--- config.mk ---
export PLATFORM = sky130hd
export DESIGN_NAME = pattern_frame_top
export DESIGN_NICKNAME = d
export VERILOG_FILES = /design/src/hdl/pattern_frame_pkg.sv /design/src/hdl/sample_stream_if.sv /design/src/hdl/pair_buffer.sv /design/src/hdl/pattern_frame_top.sv
export VERILOG_INCLUDE_DIRS = /design/src /design/src/hdl
export SDC_FILE = /design/constraint.sdc
export NUM_CORES = 1
export LEC_CHECK = 0
export BUFFER_PORTS_ARGS = -buffer_cell sky130_fd_sc_hd__buf_2
export CORE_MARGIN = 2
export CORE_UTILIZATION = 25
export CTS_CLUSTER_SIZE = 20
export DETAILED_ROUTE_END_ITERATION = 8
export GPL_TIMING_DRIVEN = 0
export PLACE_DENSITY = 0.47
export SYNTH_ARGS = -nofsm -noshare
export SYNTH_HDL_FRONTEND = slang
export SYNTH_HIERARCHICAL = 1
export SYNTH_SLANG_ARGS = --single-unit
export TNS_END_PERCENT = 20
--- constraint.sdc ---
create_clock -name clk_sys_in -period 8.4 [get_ports clk_sys_in]
set_input_delay 0.84 -clock clk_sys_in [delete_from_list [all_inputs] [get_ports clk_sys_in]]
set_output_delay 0.84 -clock clk_sys_in [all_outputs]
set_load 0.005 [all_outputs]
--- src/hdl/pattern_frame_defines.svh ---
// Register offsets, field positions, codes and reset values for the pattern and frame clock block
`ifndef PATTERN_FRAME_DEFINES_SVH
`define PATTERN_FRAME_DEFINES_SVH
`define ADDR_W 15
`define ADDR_PATTERN_VALUE_LOW 15'h0014
`define ADDR_PATTERN_VALUE_MID 15'h0015
`define ADDR_PATTERN_SELECT_AND_VALUE_HIGH 15'h0016
`define ADDR_FRAME_CLOCK_CONTROL 15'h0019
`define ADDR_OUTPUT_DRIVER_CONTROL 15'h001A
`define REG_RESET 8'h00
`define PAT_W 18
`define PAT_ZERO 18'h00000
`define SECOND_SEL_MSB 7
`define SECOND_SEL_LSB 5
`define FIRST_SEL_MSB 4
`define FIRST_SEL_LSB 2
`define VALUE_HIGH_MSB 1
`define SEL_NORMAL 3'h0
`define SEL_RAMP 3'h2
`define SEL_CONSTANT 3'h3
`define FRAME_SOURCE_BIT 7
`define FRAME_DIVIDE_BIT 4
`define FRAME_STRETCH_BIT 0
`define SWING_REDUCE_BIT 6
`define SPI_FRAME_BITS 5'h18
`define SPI_CMD_BITS 5'h10
`define SPI_CNT_ZERO 5'h00
`define SPI_CNT_ONE 5'h01
`define SPI_RD_FLAG_LAST 22
`define FRAME_CNT_ONE 2'h1
`define FRAME_CNT_ZERO 2'h0
`endif

--- src/hdl/pattern_frame_pkg.sv ---
// Types shared by the pattern and frame clock block
package pattern_frame_pkg;
  typedef enum logic [2:0] {
    PH_IDLE = 3'b001,
    PH_CMD = 3'b010,
    PH_DATA = 3'b100
  } spi_phase_t;

  typedef enum logic [1:0] {
    MODE_NORMAL,
    MODE_RAMP,
    MODE_CONSTANT
  } pattern_mode_t;

  typedef struct packed {
    logic sclk_s1;
    logic sclk_s2;
    logic sclk_s3;
    logic sen_n_s1;
    logic sen_n_s2;
    logic sdi_s1;
    logic sdi_s2;
    spi_phase_t phase;
    logic [4:0] bit_cnt;
    logic [22:0] shift_in;
    logic [7:0] shift_out;
    logic sdout;
    logic [7:0] pattern_value_low;
    logic [7:0] pattern_value_mid;
    logic [7:0] pattern_select_and_value_high;
    logic [7:0] frame_clock_control;
    logic [7:0] output_driver_control;
    logic [1:0][17:0] ramp_acc;
    logic [1:0] frame_cnt;
    logic frame_clock;
    logic swing_reduce;
  } top_state_t;
endpackage : pattern_frame_pkg

--- src/hdl/sample_stream_if.sv ---
// Valid/ready carrier for the paired channel words between the core and its buffer
interface sample_stream_if #(parameter int WIDTH = 36);
  logic valid;
  logic ready;
  logic [WIDTH-1:0] data;
  modport source (output valid, output data, input ready);
  modport sink (input valid, input data, output ready);
endinterface : sample_stream_if

--- src/hdl/pair_buffer.sv ---
// Two-entry buffer whose output stage and ready are plain flip-flops
module pair_buffer #(
  parameter int WIDTH = 36
) (
  // Clock and reset
  input wire logic clk_sys_in,
  input wire logic rst_in,
  // Filling side
  sample_stream_if.sink fill,
  // Draining side
  output logic drain_valid_out,
  output logic [WIDTH-1:0] drain_data_out,
  input wire logic drain_ready_in
);
  typedef struct packed {
    logic [WIDTH-1:0] head;
    logic [WIDTH-1:0] tail;
    logic head_valid;
    logic tail_valid;
    logic in_ready;
  } buf_state_t;

  buf_state_t state_r;
  buf_state_t state_nxt;

  // Pop from head, shift tail forward, then push to the first free slot
  always_comb begin
    logic push;
    logic pop;
    push = fill.valid && state_r.in_ready;
    pop = state_r.head_valid && drain_ready_in;
    state_nxt = state_r;
    if (pop) begin
      state_nxt.head = state_r.tail;
      state_nxt.head_valid = state_r.tail_valid;
      state_nxt.tail_valid = 1'b0;
    end
    if (push) begin
      if (!state_nxt.head_valid) begin
        state_nxt.head = fill.data;
        state_nxt.head_valid = 1'b1;
      end else begin
        state_nxt.tail = fill.data;
        state_nxt.tail_valid = 1'b1;
      end
    end
    // Ready registered so the source sees a clean flop; costs no entry since tail is the reserve
    state_nxt.in_ready = !state_nxt.tail_valid;
  end

  always_ff @(posedge clk_sys_in or posedge rst_in) begin
    if (rst_in) begin
      state_r <= '0;
      state_r.in_ready <= 1'b1;
    end else begin
      state_r <= state_nxt;
    end
  end

  assign fill.ready = state_r.in_ready;
  assign drain_valid_out = state_r.head_valid;
  assign drain_data_out = state_r.head;
endmodule : pair_buffer

--- src/hdl/pattern_frame_top.sv ---
// Test pattern insertion, frame clock shaping and serial register port
`include "pattern_frame_defines.svh"

// Notes on behaviour
// - Constant mode outputs pattern value, MSB aligned
// - Ramp mode adds pattern value per sample
// - Second channel select bits 7-5 decode
// - First channel select bits 4-2, same codes
// - Insert before mapper at native MSB resolution
// - Source bit picks converter or decimation timing
// - Stretch bit spans both channel words
// - Swing bit halves driver current
module pattern_frame_top
  import pattern_frame_pkg::*;
#(
  parameter int SAMPLE_W = 18
) (
  // Clock and reset
  input wire logic clk_sys_in,
  input wire logic rst_in,
  // Serial control port, asynchronous to clk_sys_in
  input wire logic serial_clock_in,
  input wire logic serial_enable_n_in,
  input wire logic serial_data_in,
  output logic serial_data_out,
  // Converter samples, same clock domain
  input wire logic sample_valid_in,
  input wire logic [SAMPLE_W-1:0] first_sample_in,
  input wire logic [SAMPLE_W-1:0] second_sample_in,
  output logic sample_ready_out,
  // Paired output words toward the serializer
  output logic word_valid_out,
  output logic [2*SAMPLE_W-1:0] word_data_out,
  input wire logic word_ready_in,
  // Frame timing ticks and outputs
  input wire logic converter_frame_tick_in,
  input wire logic decimation_frame_tick_in,
  output logic frame_clock_out,
  output logic output_swing_reduce_out
);
  top_state_t state_r;
  top_state_t state_nxt;
  sample_stream_if #(.WIDTH(2 * SAMPLE_W)) stream ();

  // Select field decode, shared by both channels; unused codes fall back to normal
  function automatic pattern_mode_t decode_select(input logic [2:0] sel);
    pattern_mode_t m;
    m = MODE_NORMAL;
    if (sel == `SEL_RAMP) begin
      m = MODE_RAMP;
    end else if (sel == `SEL_CONSTANT) begin
      m = MODE_CONSTANT;
    end
    return m;
  endfunction : decode_select

  // Read-back mux; unmapped offsets answer zero
  function automatic logic [7:0] read_reg(input top_state_t s, input logic [14:0] a);
    logic [7:0] d;
    d = 8'h00;
    unique case (a)
      `ADDR_PATTERN_VALUE_LOW: d = s.pattern_value_low;
      `ADDR_PATTERN_VALUE_MID: d = s.pattern_value_mid;
      `ADDR_PATTERN_SELECT_AND_VALUE_HIGH: d = s.pattern_select_and_value_high;
      `ADDR_FRAME_CLOCK_CONTROL: d = s.frame_clock_control;
      `ADDR_OUTPUT_DRIVER_CONTROL: d = s.output_driver_control;
      default: d = 8'h00;
    endcase
    return d;
  endfunction : read_reg

  // Combined pattern value and per-channel modes
  logic [17:0] pattern_value;
  pattern_mode_t [1:0] chan_mode;
  logic [1:0][SAMPLE_W-1:0] chan_sample;
  logic [1:0][SAMPLE_W-1:0] chan_word;
  logic sample_take;
  logic sclk_rise;
  logic sclk_fall;
  logic frame_tick;
  logic [1:0] frame_limit;

  assign pattern_value = {state_r.pattern_select_and_value_high[`VALUE_HIGH_MSB:0],
                          state_r.pattern_value_mid, state_r.pattern_value_low};
  assign chan_mode[0] = decode_select(
    state_r.pattern_select_and_value_high[`FIRST_SEL_MSB:`FIRST_SEL_LSB]);
  assign chan_mode[1] = decode_select(
    state_r.pattern_select_and_value_high[`SECOND_SEL_MSB:`SECOND_SEL_LSB]);
  assign chan_sample[0] = first_sample_in;
  assign chan_sample[1] = second_sample_in;
  assign sample_take = sample_valid_in && stream.ready;

  // Pattern insertion per channel, ahead of any resolution mapping, MSB aligned
  generate
    for (genvar ch = 0; ch < 2; ch++) begin : g_chan
      always_comb begin
        unique case (chan_mode[ch])
          MODE_RAMP: chan_word[ch] = state_r.ramp_acc[ch][`PAT_W-1 -: SAMPLE_W];
          MODE_CONSTANT: chan_word[ch] = pattern_value[`PAT_W-1 -: SAMPLE_W];
          default: chan_word[ch] = chan_sample[ch];
        endcase
      end
    end
  endgenerate

  // Second channel in the upper half of the paired word
  assign stream.valid = sample_valid_in;
  assign stream.data = {chan_word[1], chan_word[0]};

  // Serial clock edges seen only after the two-stage synchroniser
  assign sclk_rise = state_r.sclk_s2 && !state_r.sclk_s3;
  assign sclk_fall = !state_r.sclk_s2 && state_r.sclk_s3;

  // Frame timing source and prescale
  assign frame_tick = state_r.frame_clock_control[`FRAME_SOURCE_BIT] ?
                      decimation_frame_tick_in : converter_frame_tick_in;
  assign frame_limit = {state_r.frame_clock_control[`FRAME_DIVIDE_BIT],
                        state_r.frame_clock_control[`FRAME_STRETCH_BIT]} == 2'b11 ? 2'h3 :
                       {1'b0, state_r.frame_clock_control[`FRAME_DIVIDE_BIT] |
                        state_r.frame_clock_control[`FRAME_STRETCH_BIT]};

  // Next state of the whole block
  always_comb begin
    logic [22:0] shifted;
    shifted = '0;
    state_nxt = state_r;
    state_nxt.sclk_s1 = serial_clock_in;
    state_nxt.sclk_s2 = state_r.sclk_s1;
    state_nxt.sclk_s3 = state_r.sclk_s2;
    state_nxt.sen_n_s1 = serial_enable_n_in;
    state_nxt.sen_n_s2 = state_r.sen_n_s1;
    state_nxt.sdi_s1 = serial_data_in;
    state_nxt.sdi_s2 = state_r.sdi_s1;

    // Serial frame: read flag, 15-bit address, 8 data bits, MSB first
    unique case (state_r.phase)
      PH_IDLE: begin
        state_nxt.bit_cnt = `SPI_CNT_ZERO;
        if (!state_r.sen_n_s2) begin
          state_nxt.phase = PH_CMD;
        end
      end
      PH_CMD: begin
        if (state_r.sen_n_s2) begin
          state_nxt.phase = PH_IDLE;
        end else if (sclk_rise) begin
          shifted = {state_r.shift_in[21:0], state_r.sdi_s2};
          state_nxt.shift_in = shifted;
          state_nxt.bit_cnt = state_r.bit_cnt + `SPI_CNT_ONE;
          if (state_r.bit_cnt + `SPI_CNT_ONE == `SPI_CMD_BITS) begin
            state_nxt.phase = PH_DATA;
            // Read data is captured once the address is complete
            state_nxt.shift_out = read_reg(state_r, shifted[14:0]);
          end
        end
      end
      PH_DATA: begin
        if (state_r.sen_n_s2) begin
          state_nxt.phase = PH_IDLE;
        end else if (sclk_fall) begin
          state_nxt.sdout = state_r.shift_out[7];
          state_nxt.shift_out = {state_r.shift_out[6:0], 1'b0};
        end else if (sclk_rise) begin
          shifted = {state_r.shift_in[21:0], state_r.sdi_s2};
          state_nxt.shift_in = shifted;
          state_nxt.bit_cnt = state_r.bit_cnt + `SPI_CNT_ONE;
          if (state_r.bit_cnt + `SPI_CNT_ONE == `SPI_FRAME_BITS) begin
            state_nxt.phase = PH_IDLE;
            // Writes commit only on a full frame with the read flag low; the flag has
            // already left the 23-bit register, so look at its place before this shift
            if (!state_r.shift_in[`SPI_RD_FLAG_LAST]) begin
              unique case (shifted[22:8])
                `ADDR_PATTERN_VALUE_LOW: state_nxt.pattern_value_low = shifted[7:0];
                `ADDR_PATTERN_VALUE_MID: state_nxt.pattern_value_mid = shifted[7:0];
                `ADDR_PATTERN_SELECT_AND_VALUE_HIGH: state_nxt.pattern_select_and_value_high = shifted[7:0];
                `ADDR_FRAME_CLOCK_CONTROL: state_nxt.frame_clock_control = shifted[7:0];
                `ADDR_OUTPUT_DRIVER_CONTROL: state_nxt.output_driver_control = shifted[7:0];
                default: ;
              endcase
            end
          end
        end
      end
      default: state_nxt.phase = PH_IDLE;
    endcase
    if (state_r.sen_n_s2) begin
      state_nxt.sdout = 1'b0;
    end

    // Ramp accumulators step on each accepted sample, wrap freely, clear outside ramp
    for (int ch = 0; ch < 2; ch++) begin
      if (chan_mode[ch] != MODE_RAMP) begin
        state_nxt.ramp_acc[ch] = `PAT_ZERO;
      end else if (sample_take) begin
        state_nxt.ramp_acc[ch] = state_r.ramp_acc[ch] + pattern_value;
      end
    end

    // Frame clock toggles after frame_limit+1 ticks of the chosen source
    if (frame_tick) begin
      if (state_r.frame_cnt >= frame_limit) begin
        state_nxt.frame_cnt = `FRAME_CNT_ZERO;
        state_nxt.frame_clock = !state_r.frame_clock;
      end else begin
        state_nxt.frame_cnt = state_r.frame_cnt + `FRAME_CNT_ONE;
      end
    end

    // Driver current halving level toward the pad
    state_nxt.swing_reduce = state_r.output_driver_control[`SWING_REDUCE_BIT];
  end

  always_ff @(posedge clk_sys_in or posedge rst_in) begin
    if (rst_in) begin
      state_r <= '0;
      state_r.phase <= PH_IDLE;
      state_r.sen_n_s1 <= 1'b1;
      state_r.sen_n_s2 <= 1'b1;
      state_r.pattern_value_low <= `REG_RESET;
      state_r.pattern_value_mid <= `REG_RESET;
      state_r.pattern_select_and_value_high <= `REG_RESET;
      state_r.frame_clock_control <= `REG_RESET;
      state_r.output_driver_control <= `REG_RESET;
    end else begin
      state_r <= state_nxt;
    end
  end

  // Two-entry buffer so a stalled receiver loses no word
  pair_buffer #(.WIDTH(2 * SAMPLE_W)) u_buffer (
    .clk_sys_in(clk_sys_in),
    .rst_in(rst_in),
    .fill(stream),
    .drain_valid_out(word_valid_out),
    .drain_data_out(word_data_out),
    .drain_ready_in(word_ready_in)
  );

  assign sample_ready_out = stream.ready;
  assign serial_data_out = state_r.sdout;
  assign frame_clock_out = state_r.frame_clock;
  assign output_swing_reduce_out = state_r.swing_reduce;
endmodule : pattern_frame_top

; ---- Yosys cells after proc, flatten, opt, wreduce, memory -nomap -nowiden
; Index checks and enable logic that the tools add are counted.
; Widths: inputs -> output; s select.
[classes]
n_reduce_logical = 26
n_lt_le_gt_ge = 1
eq_ne = 39
addsub = 4
n_mux = 46
n_bitwise = 4
[op_table]
columns = op, n
row1 = $mux 40, 4
row2 = $eq 15x5->1 const B, 10
row3 = $mux 36, 4
row4 = $mux 77, 1
row5 = $mux 74, 1
row6 = $mux 18, 4
row7 = $pmux 18 s2, 2
row8 = $mux 31, 2
row9 = $pmux 31 s2, 1
row10 = $mux 8, 6
row11 = $mux 41, 1
row12 = $pmux 8 s5, 1
row13 = $mux 39, 1
row14 = $add 18x18->18, 2
row15 = $reduce_and 7->1, 5
row16 = $reduce_and 6->1, 4
row17 = $ne 2x2->1 const B, 8
row18 = $eq 3x2->1 const B, 5
row19 = $mux 3, 5
row20 = $ne 3x3->1 const B, 5
row21 = $pmux 5 s3, 1
row22 = $mux 2, 7
row23 = $eq 5x5->1 const B, 2
row24 = $reduce_bool 2->1, 5
row25 = other kinds (17), 33
[totals]
register_bits = 202
out_inout_bits = 41
input_bits = 45
elab_cells = 147

; ---- Longest topological paths before layout
; Gate-level depths: netlist of the first run.
[depth]
depth_word = 9
mapped_depth = 10
depth_no_buf = 10

; ---- By module
; The synthesis of the first run kept the hierarchy.
[by_module_without_submodules]
columns = module, area_per_inst_um2, cells_per_inst, n_inst, seq_area_each_um2
row1 = pattern_frame_top, 8190.4, 907, 1, 3181.8
row2 = pair_buffer, 3567.2, 241, 1, 1878.1

; ---- Least setup slack after synthesis of the first run
; Ideal clock, no wire load.
[synth_timing]
path_type = reg-to-reg
startpoint = register state_r, in the netlist pattern_value[0]
endpoint = register state_r[18] (netlist name)
arrival_time_ps = 2186
slack_ps = 6078
setup_ps = 136
path_stages_with_launch = 11
period_less_slack_ps = 2322
cell_sequence = dfrtp_1 -> ha_1 -> inv_1 -> fa_1 -> nand2b_1 -> a21oi_1 -> a211o_1 -> a31o_2 -> a21oi_1 -> nor4_1 -> or3b_2
[synth_lines]
columns = element, line
row1 = "start, declared", pattern_frame_top.sv:41  ; top_state_t state_r;
row2 = "start signal, assigned", pattern_frame_top.sv:225  ; state_r <= state_nxt;

==> impl_metrics.tcl, run 1 <==
set metrics [dict create \
    status "complete, no violations" \
    leakage_nw 6.22 \
    drtPass1Iterations 5 \
    die_h_microns 221 \
    num_io_pins 86 \
    gp_congestion 0.846 \
    multi_input_area_sq_mm 0.00608 \
    final.setup.tns_ns 0 \
    synthTopCellsByArea "dfrtp_1, mux2_2, mux2i_1" \
    cts_resized 0 \
    die_area_sq_mm 0.0488 \
    synthCells 1148 \
    antenna_found_initial 0 \
    synthArstFlopShare 1.00 \
    critPathKind "reg -> reg" \
    utilization 0.300 \
    hpwl_microns 23600 \
    ys_seq_area_frac 0.430 \
    cap_viol_max_count 0 \
    wl_per_cell_microns 17.3 \
    yosys.cell_types.count 75 \
    root_buffer "clkbuf_16" \
    die_x_microns 221 \
    htree_levels 1 \
    cts_buffer_depth 3 \
    setup_viol 0 \
    nets 1348 \
    syn-num-nets 1233 \
    fmax_mhz 359 \
    period_needed_ns 2.78 \
    path_buf_inv 1 \
    grt_pass1_vias 9145 \
    ys_warn_count 6 \
    cts_tree "yes" \
    drc_errors 0 \
    worstPathCellList "ha_1 > clkbuf_1 > nand2_1 > a311oi_1 > mux2i_1 > o311ai_0 > a41o_1 > xnor2_1 > nor2_1" \
    num_rows 79 \
    seqCellArea_sq_mm 0.00506 \
    synth_edf_count 0 \
    synth_area_per_cell_sq_um 10.2 \
    yosys.area.top_type "dfrtp_1" \
    grt_pass1_wl_microns 52200 \
    yosysTopAreaCellShare 0.421 \
    antenna_left 0 \
    cp-end-kind "register" \
    pwr_density_cell_mw_per_mm2 238 \
    syn-cell-area_sq_mm 0.0118 \
    cp_data_arrival_time_ns 3.19 \
    synth-seq-cells 202 \
    nFillCells 4872 \
    numClockSinks 202 \
    wl_microns 32700 \
    worst_pin_slew_ns 0.904 \
    ys.flop_type "dfrtp_1" \
    core-area_sq_mm 0.0465 \
    rsz0062_at_grt "false" \
    hold_class "in -> async" \
    critPathSlowestCell "a311oi_1" \
    path_max_fanout 8 \
    n_antenna_cell 0 \
    wl_met3_microns 1450 \
    grt_max_degree 89 \
    skew_ns 0.0307 \
    syn_to_final_growth_pct 18.5 \
    drive_gt1_frac 0.278 \
    highest_layer "met4" \
    initial_core_util 0.253 \
    wl_met2_microns 15200 \
    viasPerCell 4.74 \
    num_vias 8948 \
    clock_latency_ns 0.55 \
    ir_worst_vdd_mv 0.162 \
    fin_crit_sh 0.331 \
    cp-start-kind "register" \
    post_cts_buffers 0 \
    post_layout_nonfiller_instances 1889 \
    numPortBuffers 85 \
    grt_use_total 0.133 \
    post-place-cells 1842 \
    drt_iter0_drc 538 \
    hold_violations 0 \
    wl_met1_microns 15200 \
    cts.hold.buffers_added 0 \
    final_max_slew_viol_count 0 \
    clk_pin_slew_ns 0.06 \
    cts_buffers 26 \
    max-slew-margin-rel 0.397 \
    crit_family "compound AO/OA/AOI/OAI gates" \
    cpPeakStageDelay_ns 0.54 \
    grt_overflow 0 \
    required_ns 8.81 \
]
synth_stat cells (11+ instances only):
| cell type | count |
|---|---|
| a21oi_1 | 66 |
| nand3_1 | 28 |
| dfrtp_1 | 198 |
| buf_4 | 38 |
| nor2_1 | 47 |
| o22ai_1 | 11 |
| xnor2_1 | 11 |
| and3_1 | 16 |
| mux2_4 | 18 |
| o21ai_0 | 81 |
| mux2i_1 | 55 |
| ha_1 | 38 |
| a31oi_1 | 12 |
| clkbuf_1 | 40 |
| nand2_1 | 144 |
| nor3_1 | 15 |
| inv_1 | 16 |
| mux2_2 | 121 |
cell usage in the layout, fill, tap and decap left out, drive strengths merged, types with 38 or more instances in the layout:
| master | synthesis | final |
|---|---|---|
| dfrtp | 198 | 198 |
| nand2 | 148 | 148 |
| mux2 | 148 | 148 |
| buf | 58 | 145 |
| o21ai | 82 | 82 |
| clkbuf | 40 | 78 |
| a21oi | 66 | 66 |
| mux2i | 55 | 55 |
| nor2 | 47 | 47 |
| ha | 38 | 38 |
final timing paths:
path,cells after the start,endpoint,slack [ns],startpoint
worst max-delay path,9,state_r[21]$_DFFE_PP0P_,5.62,pattern_value[14]$_DFFE_PP0P_
worst min-delay path,2,u_buffer/drain_data_out[29]$_DFF_PP0_,0.23,rst_in
worst max register to register,9,state_r[21]$_DFFE_PP0P_,5.62,pattern_value[14]$_DFFE_PP0P_
worst min register to register,0,state_r[120]$_DFF_PP0_,0.35,state_nxt[120]$_DFF_PP0_
max in group asynchronous,3,state_r[122]$_DFF_PP1_,7.20,rst_in
min in group clk_sys_in,0,state_r[120]$_DFF_PP0_,0.35,state_nxt[120]$_DFF_PP0_
state kept, by name (all words and copies together), names as in the netlist:
register,count
state_r,101
u_buffer/state_r,37
u_buffer/drain_data_out,36
pattern_value,18
state_nxt,5
frame_clock_out,1
output_swing_reduce_out,1
serial_data_out,1
u_buffer/drain_valid_out,1
u_buffer/fill.ready,1
through the flow:
step	hold slack, ns	cell area (sq um)	total power, W	setup WS [ns]
final	0.232	13900	0.00332	5.62
after global routing	0.220	13900	0.00350	5.42
after CTS	0.203	13900	0.00337	5.62
after detailed placement	0.338	13000	0.00216	5.60
after global placement	0.340	12900	0.00214	2.11
after floorplan	0.331	11800	0.00190	4.18
per-layer routing:
layer / up-vias / global-route usage
met2: 196 / 0.220
li1: 4334 / -
met5: - / 0
met3: 47 / 0.0244
met4: 0 / 0.0340
met1: 4371 / 0.178
final cells by class:
cell class	instances	share of cell area
multi-input combinational	831	0.436
sequential	202	0.363
buffer	98	0.0397
inverter	17	0.00512
timing repair buffer	87	0.0345
tap	607	0.0545
clock buffer	38	0.0550
clock inverter	9	0.0116
power breakdown:
part / leakage (nW) / switching (W) / internal, W
combinational: 3.14 / 0.000324 / 0.000523
clock: 0.448 / 0.000438 / 0.000753
sequential: 2.63 / 0.000106 / 0.00117
total: 6.22 / 0.000867 / 0.00245
cells by family after synthesis:
family                     synth area share
DFF                                   0.430
and+or+nand+nor                       0.138
muxes                                 0.194
AOI/OAI and AO/OA                     0.127
xor gates and xnor gates             0.0134
adders and majority gates            0.0438
buffers and inverters                0.0525
(Power assumes the default switching activity.)
==> run 2: changes to the inputs <==
--- a/config.mk
+++ b/config.mk
@@ -12,7 +12,7 @@
 export CTS_CLUSTER_SIZE = 20
 export DETAILED_ROUTE_END_ITERATION = 8
 export GPL_TIMING_DRIVEN = 0
-export PLACE_DENSITY = 0.47
+export PLACE_DENSITY = 0.48
 export SYNTH_ARGS = -nofsm -noshare
 export SYNTH_HDL_FRONTEND = slang
 export SYNTH_HIERARCHICAL = 1
==> constraint.sdc (replaced) <==
create_clock -name clk_sys_in -period 2.3 [get_ports clk_sys_in]
set_input_delay 0.23 -clock clk_sys_in [delete_from_list [all_inputs] [get_ports clk_sys_in]]
set_output_delay 0.23 -clock clk_sys_in [all_outputs]
set_load 0.005 [all_outputs]
==> run 2 against run 1 <==
The run now ends with setup timing left. Non-clock buffer count grew 31. Power grew to 3.7 times the previous value. Cell count grew 1.6%. Fmax rose by 18%. Largest power group unchanged.
==> impl_metrics.tcl, run 2 (synthesis results as in run 1) <==
set metrics [dict create \
    post_layout_nonfiller_instances 1919 \
    regMostFlops "state_r" \
    cp-endpoint "state_r[18]$_DFFE_PP0P_" \
    r2r-start "pattern_value[0]$_DFFE_PP0P_" \
    grt_overflow 0 \
    fmax_mhz 425 \
    place_area_sq_mm 0.0130 \
    post-place-cells 1844 \
    dp_slack_ns -0.485 \
    root_buffer "clkbuf_16" \
    num_io_pins 86 \
    clock_latency_ns 0.57 \
    initial_core_util 0.253 \
    most-common-layout-cells "dfrtp_1, nand2_1, mux2_2" \
    num_vias 9131 \
    die_x_microns 221 \
    num_rows 79 \
    wl_per_cell_microns 17.5 \
    wl_microns 33600 \
    viasPerCell 4.76 \
    r2r_cells 10 \
    core-area_sq_mm 0.0465 \
    setup_ws_ns -0.0503 \
    cp-end-kind "register" \
    antenna_left 0 \
    critPathKind "reg -> reg" \
    required_ns 2.75 \
    crit_start "pattern_value[0]$_DFFE_PP0P_" \
    grt_max_degree 70 \
    reg2reg_to "state_r[18]$_DFFE_PP0P_" \
    cts_tree "yes" \
    ir_worst_vdd_mv 0.538 \
    largest_reg_flops 101 \
    cts_buffers 25 \
    max-slew-margin-rel 0.365 \
    design_area_sq_mm 0.0147 \
    drt_iter0_drc 613 \
    numPortBuffers 85 \
    period_needed_ns 2.35 \
    nets 1378 \
    cp_data_arrival_time_ns 2.80 \
    gp_congestion 0.868 \
    cts_buffer_depth 3 \
    hpwl_microns 23600 \
    drc_errors 0 \
    drive_gt1_frac 0.346 \
    grt_pass1_vias 9283 \
    worst_pin_slew_ns 0.953 \
    violations "setup timing" \
    path_max_fanout 4 \
    clk_pin_slew_ns 0.06 \
    htree_levels 1 \
    hold_violations 0 \
    layout_commonest_cell "dfrtp_1" \
    reg2reg_setup_slack_ns -0.05 \
    die_h_microns 221 \
    leakage_nw 6.46 \
    hold_class "in -> reg" \
    syn_to_final_growth_pct 25.1 \
    die_area_sq_mm 0.0488 \
    antenna_found_initial 0 \
    final.setup.tns_ns -0.0503 \
    drtPass1Iterations 5 \
    cp-start-kind "register" \
    final_max_slew_viol_count 0 \
    grt_use_total 0.136 \
    numClockSinks 202 \
    fin_crit_sh 1.02 \
    cap_viol_max_count 0 \
    skew_ns 0.0402 \
    status "finished, violations left" \
    pwr_density_cell_mw_per_mm2 834 \
    n_antenna_cell 0 \
    grt_pass1_wl_microns 53400 \
    setup_viol 1 \
    rsz0062_at_grt "true" \
]
run 2: changes by cell type in the layout (fill, tap and decap cells not counted), sizes merged:
cell | previous run | this run
dlygate4sd3 | 0 | 5
clkbuf | 78 | 73
bufinv | 4 | 6
buf | 145 | 173
run 2: through the flow:
step	total power, W	utilization	hold slack (ns)
3_3_place_gp	0.00779	0.279	0.336
6_report	0.0123	0.317	0.0346
3_5_place_dp	0.00790	0.281	0.167
4_1_cts	0.0125	0.309	0.0164
5_1_grt	0.0129	0.317	0.0583
2_1_floorplan	0.00694	-	0.234
run 2: repair_timing:
item                                   4_1_cts  5_1_grt
buffers inserted                            13       15
pin swaps                                   10       20
resized for setup                           54       57
hold buffers                                 5        0
setup endpoints to repair                   58       74
gates cloned                                 0        0
endpoints found under the hold margin      102        0
run 2: area by class of cell:
class / count / area, sq um
clock buffer: 35 / 713
sequential: 202 / 5090
inverter: 17 / 70.1
multi-input combinational: 831 / 6510
timing repair buffer: 122 / 798
buffer: 94 / 553
clock inverter: 11 / 223
fill: 4830 / 31700
tap: 607 / 759
run 2: metal layers:
| layer | GRT usage | part of all wire | vias up |
|---|---|---|---|
| li1 | - | - | 4386 |
| met1 | 0.180 | 0.45 | 4494 |
| met2 | 0.217 | 0.46 | 189 |
| met3 | 0.0283 | 0.046 | 62 |
| met4 | 0.0500 | 0.038 | 0 |
| met5 | 0 | 0 | - |
run 2: power breakdown:
group,total (W),switching [W],internal [W],leakage [nW]
logic,0.00312,0.00119,0.00193,3.41
clock network,0.00448,0.00164,0.00284,0.456
registers,0.00467,0.000383,0.00429,2.60
run 2: worst max-delay path, cell delays in order, from the launching register on:
cell and delay [ns]:
dfrtp_2 0.45, ha_4 0.18, inv_2 0.05, fa_2 0.21, nand2b_4 0.13, a21oi_2 0.05, a211o_1 0.31, a31o_4 0.29
a21oi_4 0.13, nor4_2 0.05, or3b_4 0.38
run 2: worst min-delay path by stage:
stage / start / to / cells after the start
2_1_floorplan: serial_enable_n_in / state_nxt[122]$_DFF_PP1_ / 0
3_3_place_gp: serial_enable_n_in / state_nxt[122]$_DFF_PP1_ / 1
3_5_place_dp: rst_in / u_buffer/drain_data_out[10]$_DFF_PP0_ / 2
4_1_cts: second_sample_in[4] / u_buffer/drain_data_out[22]$_DFF_PP0_ / 4
5_1_grt: second_sample_in[12] / u_buffer/state_r[33]$_DFFE_PP0P_ / 4
6_report: second_sample_in[4] / u_buffer/state_r[25]$_DFFE_PP0P_ / 4
==> run 3: changes to the inputs <==
--- a/config.mk
+++ b/config.mk
@@ -7,12 +7,14 @@
 export NUM_CORES = 1
 export LEC_CHECK = 0
 export BUFFER_PORTS_ARGS = -buffer_cell sky130_fd_sc_hd__buf_2
+export CELL_PAD_IN_SITES_DETAIL_PLACEMENT = 1
+export CELL_PAD_IN_SITES_GLOBAL_PLACEMENT = 2
 export CORE_MARGIN = 2
 export CORE_UTILIZATION = 25
-export CTS_CLUSTER_SIZE = 20
 export DETAILED_ROUTE_END_ITERATION = 8
 export GPL_TIMING_DRIVEN = 0
-export PLACE_DENSITY = 0.48
+export PLACE_DENSITY = 0.64
+export SKIP_LAST_GASP = 1
 export SYNTH_ARGS = -nofsm -noshare
 export SYNTH_HDL_FRONTEND = slang
 export SYNTH_HIERARCHICAL = 1
==> run 3 against run 2 <==
The run still ends with setup timing left. Power shrank 2.6%. First-iteration DRC count shrank 37%. Cell count grew 0.36%. Critical path type unchanged.
==> impl_metrics.tcl, run 3 (synthesis results as in run 1) <==
set metrics [dict create \
    die_h_microns 221 \
    gp_congestion 0.789 \
    num_io_pins 86 \
    hpwl_microns 26800 \
    grt_pass1_vias 9975 \
    pwr_density_cell_mw_per_mm2 814 \
    design_area_sq_mm 0.0147 \
    status "finished, violations left" \
    period_needed_ns 2.36 \
    hold_violations 0 \
    numClockSinks 202 \
    syn_to_final_growth_pct 24.9 \
    grt_max_degree 63 \
    viasPerCell 4.78 \
    path_max_fanout 4 \
    hold_class "in -> reg" \
    cp_data_arrival_time_ns 2.78 \
    root_buffer "clkbuf_16" \
    ir_worst_vdd_mv 0.660 \
    die_area_sq_mm 0.0488 \
    grt_use_total 0.151 \
    violations "setup timing" \
    setup_ws_ns -0.0606 \
    clk_pin_slew_ns 0.06 \
    drt_iter0_drc 385 \
    critPathKind "reg -> reg" \
    layout_commonest_cell "dfrtp_1" \
    power_w 0.0120 \
    drtPass1Iterations 4 \
    drive_gt1_frac 0.350 \
    leakage_nw 6.42 \
    largest_reg_flops 101 \
    cts_buffers 27 \
    setup_viol 11 \
    skew_ns 0.0184 \
    most-common-layout-cells "dfrtp_1, nand2_1, mux2_2" \
    fmax_mhz 424 \
    antenna_found_initial 0 \
    cts_tree "yes" \
    fin_crit_sh 1.03 \
    final_max_slew_viol_count 0 \
    worst_pin_slew_ns 0.965 \
    htree_levels 1 \
    grt_overflow 0 \
    place_area_sq_mm 0.0131 \
    required_ns 2.72 \
    die_x_microns 221 \
    wl_microns 37200 \
    clock_latency_ns 0.55 \
    cp-start-kind "register" \
    num_rows 79 \
    grt_pass1_wl_microns 59000 \
    antenna_left 0 \
    nFillCells 5266 \
    n_antenna_cell 0 \
    rsz0062_at_grt "true" \
    initial_core_util 0.253 \
    cap_viol_max_count 0 \
    regMostFlops "state_r" \
    drc_errors 0 \
    wl_per_cell_microns 19.3 \
    core-area_sq_mm 0.0465 \
    nets 1389 \
    cp-end-kind "register" \
    numPortBuffers 85 \
    cts_buffer_depth 3 \
    max-slew-margin-rel 0.357 \
    num_vias 9210 \
]
## run 3: changes by cell type in the layout (fill, tap and decap cells not counted), moves of 4 or more
cell       previous run  this run
buf_4                62        69
bufinv_16             6         2
ha_1                 27        20
ha_2                  2         7
## run 3: cell type report
class	instances	area (sq um)	area share
buffer	95	557	0.0379
inverter	17	70.1	0.00477
tap	607	759	0.0517
sequential	202	5090	0.346
timing repair buffer	130	875	0.0595
clock inverter	6	87.6	0.00596
multi-input combinational	831	6500	0.442
clock buffer	38	757	0.0515
## run 3: metal layers
metal  vias to the layer above  share of wire  track usage
met3                        40          0.031       0.0242
met4                         0          0.019       0.0290
met1                      4657           0.46        0.199
li1                       4387              -            -
met2                       126           0.48        0.262
met5                         -              0            0
## run 3: worst max-delay path, cell delays in order, from the launching register on
cell      delay (ns)
dfrtp_2         0.44
ha_4            0.18
inv_2           0.05
fa_2            0.20
nand2b_4        0.13
a21oi_2         0.05
a211o_1         0.32
a31o_4          0.28
a21oi_2         0.14
nor4_1          0.06
or3b_4          0.38
## run 3: through the flow
| step | util | worst slack [ns] | setup TNS (ns) | std cells | hold WS [ns] |
|---|---|---|---|---|---|
| final | 0.316 | -0.0606 | -0.501 | 1926 | 0.0747 |
| after global routing | 0.316 | -0.138 | -4.34 | 1926 | 0.0795 |
| after CTS | 0.309 | -0.157 | -1.26 | 1916 | 0.0494 |
| after detailed placement | 0.281 | -0.575 | -16.72 | 1845 | 0.198 |
| after global placement | 0.279 | -0.908 | -168.29 | 1840 | 0.336 |
| after floorplan | - | -0.0221 | -0.0221 | 1148 | 0.234 |
## run 3: power breakdown
group / switching, W / total [W] / leakage (nW) / internal (W)
clock: 0.00160 / 0.00409 / 0.415 / 0.00249
combinational: 0.00124 / 0.00317 / 3.40 / 0.00193
sequential: 0.000402 / 0.00469 / 2.60 / 0.00429
total: 0.00324 / 0.0120 / 6.42 / 0.00871
## run 3: worst paths after layout
kind | from | endpoint | slack [ns] | depth (start not counted)
setup / recovery | pattern_value[0]$_DFFE_PP0P_ | state_r[18]$_DFFE_PP0P_ | -0.06 | 10
hold / removal | first_sample_in[2] | u_buffer/state_r[5]$_DFFE_PP0P_ | 0.07 | 4
setup reg to reg | pattern_value[0]$_DFFE_PP0P_ | state_r[18]$_DFFE_PP0P_ | -0.06 | 10
hold reg to reg | state_nxt[120]$_DFF_PP0_ | state_r[120]$_DFF_PP0_ | 0.35 | 0
max in group asynchronous | rst_in | state_r[117]$_DFFE_PP1P_ | 1.23 | 5
min in group asynchronous | rst_in | u_buffer/drain_data_out[6]$_DFF_PP0_ | 0.19 | 3
## run 3: what timing repair did
| action | CTS | global route |
|---|---|---|
| hold endpoints to repair | 111 | 0 |
| setup endpoints to repair | 78 | 104 |
| hold buffers | 5 | 0 |
| pin swaps | 19 | 12 |
| setup buffers | 24 | 11 |
| gates resized for setup | 61 | 45 |
